### config.mk
export PLATFORM = sky130hd
export DESIGN_NAME = tfr_regs
export DESIGN_NICKNAME = d
export VERILOG_FILES = /design/src/inc/tfr_pkg.sv /design/src/rtl/tfr_cas_mem.sv /design/src/rtl/tfr_regs.sv
export SDC_FILE = /design/constraint.sdc
export NUM_CORES = 1
export LEC_CHECK = 0
export ABC_AREA = 1
export BUFFER_PORTS_ARGS = -buffer_cell sky130_fd_sc_hd__clkbuf_2
export CAP_MARGIN = 25
export CORE_UTILIZATION = 55
export CTS_BUF_LIST = sky130_fd_sc_hd__clkbuf_8
export DETAILED_ROUTE_END_ITERATION = 16
export PLACE_DENSITY_LB_ADDON = 0.1
export SETUP_SLACK_MARGIN = 0.2
export SYNTH_ARGS = -nofsm -noshare
export SYNTH_HDL_FRONTEND = slang
export SYNTH_SLANG_ARGS = --single-unit
### constraint.sdc
create_clock -name pclk -period 3.4 [get_ports pclk]
set_clock_uncertainty 0.15 [all_clocks]
set_input_delay 0.51 -clock pclk [delete_from_list [all_inputs] [get_ports pclk]]
set_output_delay 0.51 -clock pclk [all_outputs]
set_load 0.02 [all_outputs]
### src/inc/tfr_pkg.sv
`default_nettype none
package tfr_pkg;
   // ==========================================================
   // Register indices (byte address is four times the index)
   localparam logic [9:0] CAS_FLAGS_IDX = 10'h10F;
   localparam logic [9:0] FRAME_STAT_IDX = 10'h110;
   localparam logic [9:0] DL_CTRL_IDX = 10'h113;
   // ==========================================================
   // Field positions and reset values
   localparam int IN_FRAME_BIT = 7;
   localparam int LINK_ON_BIT = 7;
   localparam int ABORT_OFF_BIT = 6;
   localparam int CHECK_OFF_BIT = 5;
   localparam logic [7:0] CAS_FLAGS_RST = 8'h00;
   localparam logic [2:0] DL_CTRL_RST = 3'h0;
   localparam logic [7:0] DL_CTRL_MASK = 8'hE0;
   // ==========================================================
   // Abort sequence: sent LSB first, one zero then seven ones
   localparam logic [7:0] ABORT_PATTERN = 8'hFE;
   localparam logic [3:0] ABORT_LEN = 4'h8;
   // ==========================================================
   // Frame check: reflected CCITT polynomial and good residue
   localparam logic [15:0] CRC_POLY = 16'h8408;
   localparam logic [15:0] CRC_INIT = 16'hFFFF;
   localparam logic [15:0] CRC_GOOD = 16'hF0B8;
   // ==========================================================
   // Framing formats reported by the receive framer
   typedef enum logic [1:0] {
      TFR_FMT_SF = 2'h0,
      TFR_FMT_ESF = 2'h1,
      TFR_FMT_LOOP = 2'h2,
      TFR_FMT_OTHER = 2'h3
   } tfr_fmt_e;
   // One received signaling word for a timeslot of 16..23
   typedef struct packed {
      logic valid;
      logic [2:0] slot;
      logic [3:0] sig;
   } tfr_cas_s;
   // One received data-link bit of a message frame
   typedef struct packed {
      logic valid;
      logic first;
      logic last;
      logic data;
   } tfr_rxbit_s;
endpackage
`default_nettype wire

### src/rtl/tfr_cas_mem.sv
`default_nettype none
module tfr_cas_mem #(
   parameter int SLOTS = 8,
   parameter int SIG_W = 4
) (
   // Clock and reset
   input wire logic pclk,
   input wire logic presetn,
   // Received signaling
   input wire logic cas_active,
   input wire logic wr_en,
   input wire logic [$clog2(SLOTS)-1:0] wr_slot,
   input wire logic [SIG_W-1:0] wr_sig,
   // Change pulses, MSB is the lowest timeslot
   output logic [SLOTS-1:0] chg_r
);
   import tfr_pkg::*;

   // Elaboration check: the bit mapping assumes exactly eight slots
   if (SLOTS != 8 || SIG_W < 1) begin : g_bad_param
      $error("tfr_cas_mem needs SLOTS of 8 and SIG_W of 1 or more");
   end

   logic [SIG_W-1:0] mem_r [SLOTS];

   // =======================================================
   // Last signaling word per slot; tracked even without CAS
   // so that turning CAS on does not flag stale history
   genvar g;
   generate
      for (g = 0; g < SLOTS; g++) begin : g_slot
         always_ff @(posedge pclk or negedge presetn) begin
            if (!presetn) begin
               mem_r[g] <= '0;
            end else if (wr_en && wr_slot == g) begin
               mem_r[g] <= wr_sig;
            end
         end
         // Change pulse, registered; slot 0 lands on the MSB
         always_ff @(posedge pclk or negedge presetn) begin
            if (!presetn) begin
               chg_r[SLOTS-1-g] <= 1'b0;
            end else begin
               chg_r[SLOTS-1-g] <= cas_active && wr_en && wr_slot == g
                  && mem_r[g] != wr_sig;
            end
         end
      end
   endgenerate
endmodule
`default_nettype wire

### src/rtl/tfr_regs.sv
`default_nettype none
module tfr_regs #(
   parameter int ADDR_W = 12
) (
   // Clock and reset
   input wire logic pclk,
   input wire logic presetn,
   // APB slave
   input wire logic psel,
   input wire logic penable,
   input wire logic pwrite,
   input wire logic [ADDR_W-1:0] paddr,
   input wire logic [31:0] pwdata,
   input wire logic [3:0] pstrb,
   output logic pready,
   output logic pslverr,
   output logic [31:0] prdata,
   // Receive framer state
   input wire logic in_frame,
   input wire logic cas_active,
   input wire tfr_pkg::tfr_fmt_e frame_fmt,
   input wire tfr_pkg::tfr_cas_s cas_in,
   // Transmit HDLC controller 1
   input wire logic tx_bit_tick,
   input wire logic tx_mos,
   input wire logic tx_msg_active,
   output logic tx_abort_busy,
   output logic tx_abort_bit,
   // Receive HDLC controller 1
   input wire tfr_pkg::tfr_rxbit_s rx_bit,
   output logic rx_fcs_ok,
   output logic rx_fcs_err,
   // Framing control
   output logic loop_carrier_link_on,
   output logic tx_sf_fbits
);
   import tfr_pkg::*;

   // Elaboration check: the register indices need twelve address bits
   if (ADDR_W < 12) begin : g_bad_param
      $error("tfr_regs needs ADDR_W of 12 or more");
   end

   // =======================================================
   // Address decode
   function automatic logic hit(input logic [ADDR_W-1:0] a,
                                input logic [9:0] idx);
      hit = a[1:0] == 2'h0 && a[ADDR_W-1:2] == (ADDR_W-2)'(idx);
   endfunction

   function automatic logic [15:0] crc_step(input logic [15:0] c,
                                            input logic b);
      crc_step = (c[0] ^ b) ? ((c >> 1) ^ CRC_POLY) : (c >> 1);
   endfunction

   logic setup;
   logic access;
   logic mapped;
   logic [7:0] rd_byte;
   logic [7:0] cas_chg;
   logic [7:0] cas_flags_r;
   logic [7:0] cas_taken_r;
   logic [2:0] dl_ctrl_r;
   logic [31:0] prdata_r;
   logic pslverr_r;
   logic auto_abort_off;
   logic rx_check_sequence_off;
   logic fmt_allows_link;
   logic tx_mos_r;
   logic abrupt;
   logic [7:0] abort_sr_r;
   logic [3:0] abort_cnt_r;
   logic [15:0] crc_r;
   logic [15:0] crc_nxt;
   logic fcs_ok_r;
   logic fcs_err_r;

   assign setup = psel && !penable;
   assign access = psel && penable;
   assign mapped = hit(paddr, CAS_FLAGS_IDX) || hit(paddr, FRAME_STAT_IDX)
      || hit(paddr, DL_CTRL_IDX);

   // Zero wait states; data and error registered at setup
   assign pready = 1'b1;
   assign prdata = prdata_r;
   assign pslverr = pslverr_r;

   // =======================================================
   // Signaling change detection for timeslots 16..23
   tfr_cas_mem #(
      .SLOTS(8),
      .SIG_W(4)
   ) u_cas_mem (
      .pclk(pclk),
      .presetn(presetn),
      .cas_active(cas_active),
      .wr_en(cas_in.valid),
      .wr_slot(cas_in.slot),
      .wr_sig(cas_in.sig),
      .chg_r(cas_chg)
   );

   // Read mux; bits 6..0 of frame status tie to zero
   always_comb begin
      rd_byte = 8'h00;
      if (hit(paddr, CAS_FLAGS_IDX)) begin
         rd_byte = cas_flags_r;
      end else if (hit(paddr, FRAME_STAT_IDX)) begin
         rd_byte[IN_FRAME_BIT] = in_frame;
      end else if (hit(paddr, DL_CTRL_IDX)) begin
         rd_byte = {dl_ctrl_r, 5'h00};
      end
   end

   // =======================================================
   // Read data and error captured in the setup cycle
   always_ff @(posedge pclk or negedge presetn) begin
      if (!presetn) begin
         prdata_r <= 32'h0000_0000;
         pslverr_r <= 1'b0;
      end else if (setup) begin
         prdata_r <= pwrite ? 32'h0000_0000 : {24'h00_0000, rd_byte};
         pslverr_r <= !mapped;
      end
   end

   // Flags shown to the reader; only these are cleared later
   always_ff @(posedge pclk or negedge presetn) begin
      if (!presetn) begin
         cas_taken_r <= 8'h00;
      end else if (setup) begin
         cas_taken_r <= (!pwrite && hit(paddr, CAS_FLAGS_IDX))
            ? cas_flags_r : 8'h00;
      end
   end

   // Sticky flags: clear-on-read of shown bits, a new change wins
   always_ff @(posedge pclk or negedge presetn) begin
      if (!presetn) begin
         cas_flags_r <= CAS_FLAGS_RST;
      end else if (access && !pwrite) begin
         cas_flags_r <= (cas_flags_r & ~cas_taken_r) | cas_chg;
      end else begin
         cas_flags_r <= cas_flags_r | cas_chg;
      end
   end

   // =======================================================
   // Data-link control bits 7..5; bits 4..0 read as zero
   always_ff @(posedge pclk or negedge presetn) begin
      if (!presetn) begin
         dl_ctrl_r <= DL_CTRL_RST;
      end else if (access && pwrite && pstrb[0]
                   && hit(paddr, DL_CTRL_IDX)) begin
         dl_ctrl_r <= pwdata[LINK_ON_BIT:CHECK_OFF_BIT];
      end
   end

   assign auto_abort_off = dl_ctrl_r[ABORT_OFF_BIT-CHECK_OFF_BIT];
   assign rx_check_sequence_off = dl_ctrl_r[0];

   // Link enable is ignored outside loop-carrier and ESF formats
   assign fmt_allows_link = frame_fmt == TFR_FMT_LOOP
      || frame_fmt == TFR_FMT_ESF;
   assign loop_carrier_link_on = dl_ctrl_r[LINK_ON_BIT-CHECK_OFF_BIT]
      && fmt_allows_link;
   assign tx_sf_fbits = !loop_carrier_link_on;

   // =======================================================
   // Automatic abort on an abrupt message-to-bit switch
   always_ff @(posedge pclk or negedge presetn) begin
      if (!presetn) begin
         tx_mos_r <= 1'b0;
      end else begin
         tx_mos_r <= tx_mos;
      end
   end

   // Abrupt means a message was still going out at the switch
   assign abrupt = tx_mos_r && !tx_mos && tx_msg_active;

   // Shift register holds the pattern; a new switch restarts it
   always_ff @(posedge pclk or negedge presetn) begin
      if (!presetn) begin
         abort_sr_r <= 8'hFF;
         abort_cnt_r <= 4'h0;
      end else if (abrupt && !auto_abort_off) begin
         abort_sr_r <= ABORT_PATTERN;
         abort_cnt_r <= ABORT_LEN;
      end else if (tx_bit_tick && abort_cnt_r != 4'h0) begin
         abort_sr_r <= {1'b1, abort_sr_r[7:1]};
         abort_cnt_r <= abort_cnt_r - 4'h1;
      end
   end

   assign tx_abort_busy = abort_cnt_r != 4'h0;
   assign tx_abort_bit = abort_sr_r[0];

   // =======================================================
   // Receive frame check; residue tested on the last bit
   always_comb begin
      crc_nxt = crc_step(rx_bit.first ? CRC_INIT : crc_r, rx_bit.data);
   end

   always_ff @(posedge pclk or negedge presetn) begin
      if (!presetn) begin
         crc_r <= CRC_INIT;
      end else if (rx_bit.valid) begin
         crc_r <= crc_nxt;
      end
   end

   // One-cycle verdicts; both stay low while checking is off
   always_ff @(posedge pclk or negedge presetn) begin
      if (!presetn) begin
         fcs_ok_r <= 1'b0;
         fcs_err_r <= 1'b0;
      end else begin
         fcs_ok_r <= rx_bit.valid && rx_bit.last && !rx_check_sequence_off
            && crc_nxt == CRC_GOOD;
         fcs_err_r <= rx_bit.valid && rx_bit.last && !rx_check_sequence_off
            && crc_nxt != CRC_GOOD;
      end
   end

   assign rx_fcs_ok = fcs_ok_r;
   assign rx_fcs_err = fcs_err_r;
endmodule
`default_nettype wire

**After elaboration in Yosys (flattened, before gate mapping)**

Index checks and enable logic that the tools add are counted.

- Register bits after elaboration: 123
- Bits of input ports: 72
- Output and inout port bits: 40
- Word-level logic and storage cells: 127

- $add $sub $neg: 1
- Equality and inequality tests: 22
- Mux-type cells: 13
- Bitwise gates (word level): 6
- Reductions and logical operators: 58

Operators by type and width:

| operator | count |
|---|---|
| $mux W8 | 7 |
| $logic_and A1 B1 Y1 | 44 |
| $mux W16 | 2 |
| $ne A4 B4 Y1 | 8 |
| $eq A10 B9 Y1 const B | 3 |
| $eq A16 B16 Y1 const B | 1 |
| $ne A16 B16 Y1 const B | 1 |
| $or A8 B8 Y8 | 2 |
| $eq A3 B3 Y1 const B | 4 |
| $and A8 B8 Y8 | 1 |
| $mux W4 | 2 |
| $not A8 Y8 | 1 |
| $logic_not A1 Y1 | 7 |
| $mux W7 | 1 |
| $eq A3 B2 Y1 const B | 2 |
| $reduce_bool A4 Y1 | 1 |
| $sub A4 B1 Y4 const B | 1 |
| $eq A3 B1 Y1 const B | 1 |
| $logic_not A3 Y1 | 1 |
| $logic_or A1 B1 Y1 | 3 |
| $not A2 Y3 | 1 |
| $eq A2 B1 Y1 const B | 1 |
| $eq A2 B2 Y1 const B | 1 |
| $logic_not A2 Y1 | 1 |
| other kinds (3) | 3 |

**Longest topological paths before layout**

- Word-level depth: 6
- Mapped depth: 8

**Modules after synthesis**

Synthesis repeated with hierarchy kept, for this count alone.

- Cell total of the unflattened synthesis: 604
- Area, all modules: 4758.3 um^2

By module, submodules not included:

| module | instances | cells an instance | area each (um^2) | seq. area each (um^2) |
|---|---|---|---|---|
| tfr_regs | 1 | 307 | 2650.0 | 1322.5 |
| tfr_cas_mem | 1 | 297 | 2108.3 | 1001.0 |

**Least setup slack after synthesis**

OpenSTA, ideal clock, no wires.

- Path type: in2out
- Start: input frame_fmt[1]
- End: output tx_sf_fbits
- Arrival time: 1.108 ns
- Slack: 1.632 ns
- Cell stages on the path: 4
- Cell sequence: nand2_1 > nand2_1 > nor2_1 > inv_1

- Word-level cells in the longest chain between the ends: 4
- Elaborated cells between the ends (all ways): 5

Ends and longest elaborated chain:

| what | line | RTL |
|---|---|---|
| start: declaration | tfr_regs.sv:21 | `input wire tfr_pkg::tfr_fmt_e frame_fmt,` |
| $eq A2 B2 Y1 or $eq A2 B1 Y1 (tied branches) | tfr_regs.sv:163, tfr_regs.sv:164 |  |
| $logic_or A1 B1 Y1 (*) | tfr_regs.sv:164 | `\|\| frame_fmt == TFR_FMT_ESF;` |
| $logic_and A1 B1 Y1 (*) | tfr_regs.sv:166 | `&& fmt_allows_link;` |
| named net loop_carrier_link_on | tfr_regs.sv:34 | `output logic loop_carrier_link_on,` |
| $logic_not A1 Y1 (*) | tfr_regs.sv:167 | `assign tx_sf_fbits = !loop_carrier_link_on;` |
| end: declaration | tfr_regs.sv:35 | `output logic tx_sf_fbits` |

The timed path passes the listed nets; every way through them passes the cells marked *.

**Final worst setup path**

- Start: register abort_cnt_r[0]
- End: output tx_abort_busy

- Word-level cells in the longest chain between the ends: 1

Ends and longest elaborated chain:

| what | line | RTL |
|---|---|---|
| start: declaration | tfr_regs.sv:72 | `logic [3:0] abort_cnt_r;` |
| start signal: assignment | tfr_regs.sv:192 | `abort_cnt_r <= abort_cnt_r - 4'h1;` |
| $reduce_bool A4 Y1 | tfr_regs.sv:196 | `assign tx_abort_busy = abort_cnt_r != 4'h0;` |
| end: declaration | tfr_regs.sv:27 | `output logic tx_abort_busy,` |

Every way passes these cells.

==> impl_results.md <==
- RePlAce Congestion: 0.810
- Die area: 8260 um^2
- Hold-fix buffers, CTS: 0
- Worst Path Buf+Inv: 2
- GRT Total Usage: 21.2%
- GR Util met2: 33.5%
- Critical-path top delay cell: dfrtp_1
- Largest vdd supply drop: 237 uV
- # diodes: 0
- Post-Syn Instances: 481
- Antenna violations before repair: 0
- Drt wl/cell: 12.4 um
- Warnings, synthesis: 0
- Sequential area share after synthesis: 53.5%
- DRT antenna net count: 0
- Initial cell density of the core: 56.5%
- EDFF count, synth: 0
- Post-synthesis compound-gate area fraction: between 10 and 15%
- Clk root buf: clkbuf_8
- Multiplexer share of the synthesized area: 0%
- Synth Cell Area: about 4300 um^2
- Post-route DRC: 0
- Period utilization: 57.6%
- Pin count of the biggest net entering global routing: 52
- Fill cells: just under 700
- DR vias: 3170
- CP startpoint kind: flop
- CTS tree: built
- Clock Path Buffers: 2
- Area contributors post-synth: dfrtp_1 43%, dfstp_2 10%, nand2_1 7.8%
- Final nets: 609
- Max Cap Viol: 0
- Met3 Use GR: 4.04%
- Synth top area share: 43.2%
- Req. time, crit path: ~2.7 ns
- Lkg Pwr: ~2.3 nW
- CP arrival: ~1.3 ns
- Sink Count: 92
- Post-synth top area cell: dfrtp_1
- Period minus WS final: 1.96 ns
- H-Tree Depth: 3
- Clk_lat worst skew: 0.36 ns
- TritonCTS Buffers: 9
- Commonest register cell after synthesis: dfrtp_1
- Outcome: completed
- # setup viols final: 0
- Synth top cells by count: 90 x nand2_1, 75 x dfrtp_1, 61 x o21ai_0
- Family with the most delay on the worst path: flip-flops
- Synth cell types: 32
- Vias/cell: 4.93
- GR Util met1: 29.0%
- Crit. End Element: primary output
- Async S/R FF share, synth: 100%
- Ports: 112
- CTS resizes: 0
- Core region area: 7690 um^2
- Worst-path clk slew: ~0.09 ns
- Slew Limit Fails: 0
- Yosys reg bits: 92
- Final core occ: about 62%
- Min-delay worst type: in -> async
- Post-synthesis to final-layout area growth: 10.2%
- Share of layout cells above drive strength 1: 18.7%
- Pwr Density: 507 nW/um^2
- CP max stage delay: 0.37 ns
- Final Hold Vio Count: 0
- Crit-path cells: inv_1, ha_1, nand3_1, clkbuf_2
- Vias in the first global route: 2953
- RSZ-0062 raised after global routing: no
- Xor/xnor share of the synthesized area: under 10%
- Worst-margin pin slew: 0.633 ns
- Fmax: 0.511 GHz
- Relative slew slack: ~58%
- I/O Buffers: 54
- Critical-path maximum fanout: 4
- DPL Wire Length: between 5000 and 6000 um
- GR peak layer: met2
- 1st-pass router iterations: 4
- Postcts setup bufs: 0
- Largest family of logic cells by synthesized area: simple AND/OR/NAND/NOR gates
- Overflow after GRT: 0
- Final WL: ~8000 um
- Most common cell in the netlist: nand2_1
- Post-Synth Simple-Gate Area: 17.6%
- Mean Syn Cell Area: 9.03 um^2
- Die width: roughly 90 um
- Critical path class: reg -> out
- 1st-iter DRT viols: 121
- First-pass GRT wire length: 13500 um
- Post-synthesis adder-cell area fraction: less than 1%
- Chip height: 90.9 um
- # rows: 32
- TNS Setup: 0 ns
[final cells by class]
type / count / area [um^2] / share of cell area (%)
clock buffer: 10 / 138 / 2.88
sequential: 92 / 2320 / 48.5
timing repair buffer: 57 / 295 / 6.17
multi-input combinational: 322 / 1660 / 34.6
clock inverter: 6 / 45.0 / 0.941
inverter: 54 / 203 / 4.23
tap: 102 / 128 / 2.67
[metal layers]
| metal | routed length, um | part of all wire [%] | vias to the layer above |
|---|---|---|---|
| met5 | 0 | 0 | - |
| met1 | 3830 | 48 | 1463 |
| met2 | 3670 | 46 | 80 |
| met3 | 370 | 4.6 | 9 |
| li1 | - | - | 1618 |
| met4 | 116 | 1.5 | 0 |
[worst paths after layout]
kind	start	endpoint	slack [ns]	cells after the start
max	abort_cnt_r[0]	tx_abort_busy	1.44	4
min	presetn	cas_flags_r[0]	0.007	1
max reg2reg	crc_r[0]	rx_fcs_err	1.94	6
min reg2reg	u_cas_mem.chg_r[6]	cas_flags_r[6]	0.28	2
max in group asynchronous	presetn	crc_r[3]	2.27	2
min in group pclk	tx_mos	tx_mos_r	0.12	1
[through the flow]
stage	setup slack [ns]	total power (W)	hold WS (ns)	area [um^2]	std cells
6_report	1.44	0.00243	0.00740	4790	643
4_1_cts	1.43	0.00245	0.0334	4790	643
3_5_place_dp	1.53	0.00177	0.265	4600	627
2_1_floorplan	1.63	0.00167	0.0644	4430	504
3_3_place_gp	1.55	0.00175	0.262	4600	627
5_1_grt	1.35	0.00258	0.0455	4790	643
[flip-flops by register name, summed over array words and instances, names as in the netlist]
| signal | count |
|---|---|
| u_cas_mem.mem_r | 32 |
| rx_fcs_ok | 1 |
| u_cas_mem.chg_r | 8 |
| cas_flags_r | 8 |
| tx_mos_r | 1 |
| rx_fcs_err | 1 |
| cas_taken_r | 8 |
| pslverr | 1 |
| crc_r | 16 |
| dl_ctrl_r | 3 |
| prdata | 8 |
| abort_sr_r | 1 |
| abort_cnt_r | 4 |
[cells by family after synthesis]
logic type	count (synthesis)
AOI/OAI and AO/OA	86
xor gates and xnor gates	34
and+or+nand+nor	176
buffers and inverters	90
adders and majority gates	1
DFF	92
other	2
[placed cells by master, fill, tap and decap left out, drive strengths merged, types with 2 or more instances in the layout]
master / n
dfrtp: 75
xnor2: 33
nor2: 36
dfstp: 17
a22oi: 4
inv: 56
nand4: 4
nand2: 93
o31ai: 2
clkinv: 4
nor3: 4
buf: 4
a21oi: 9
clkbuf: 63
conb: 25
o21ai: 62
nand3: 37
a41oi: 8
[report_power, final]
part	total (W)	internal, W	switching [W]
logic	0.000422	0.000168	0.000254
registers	0.00132	0.00125	0.0000780
clock network	0.000683	0.000292	0.000391
(Power assumes the default switching activity.)
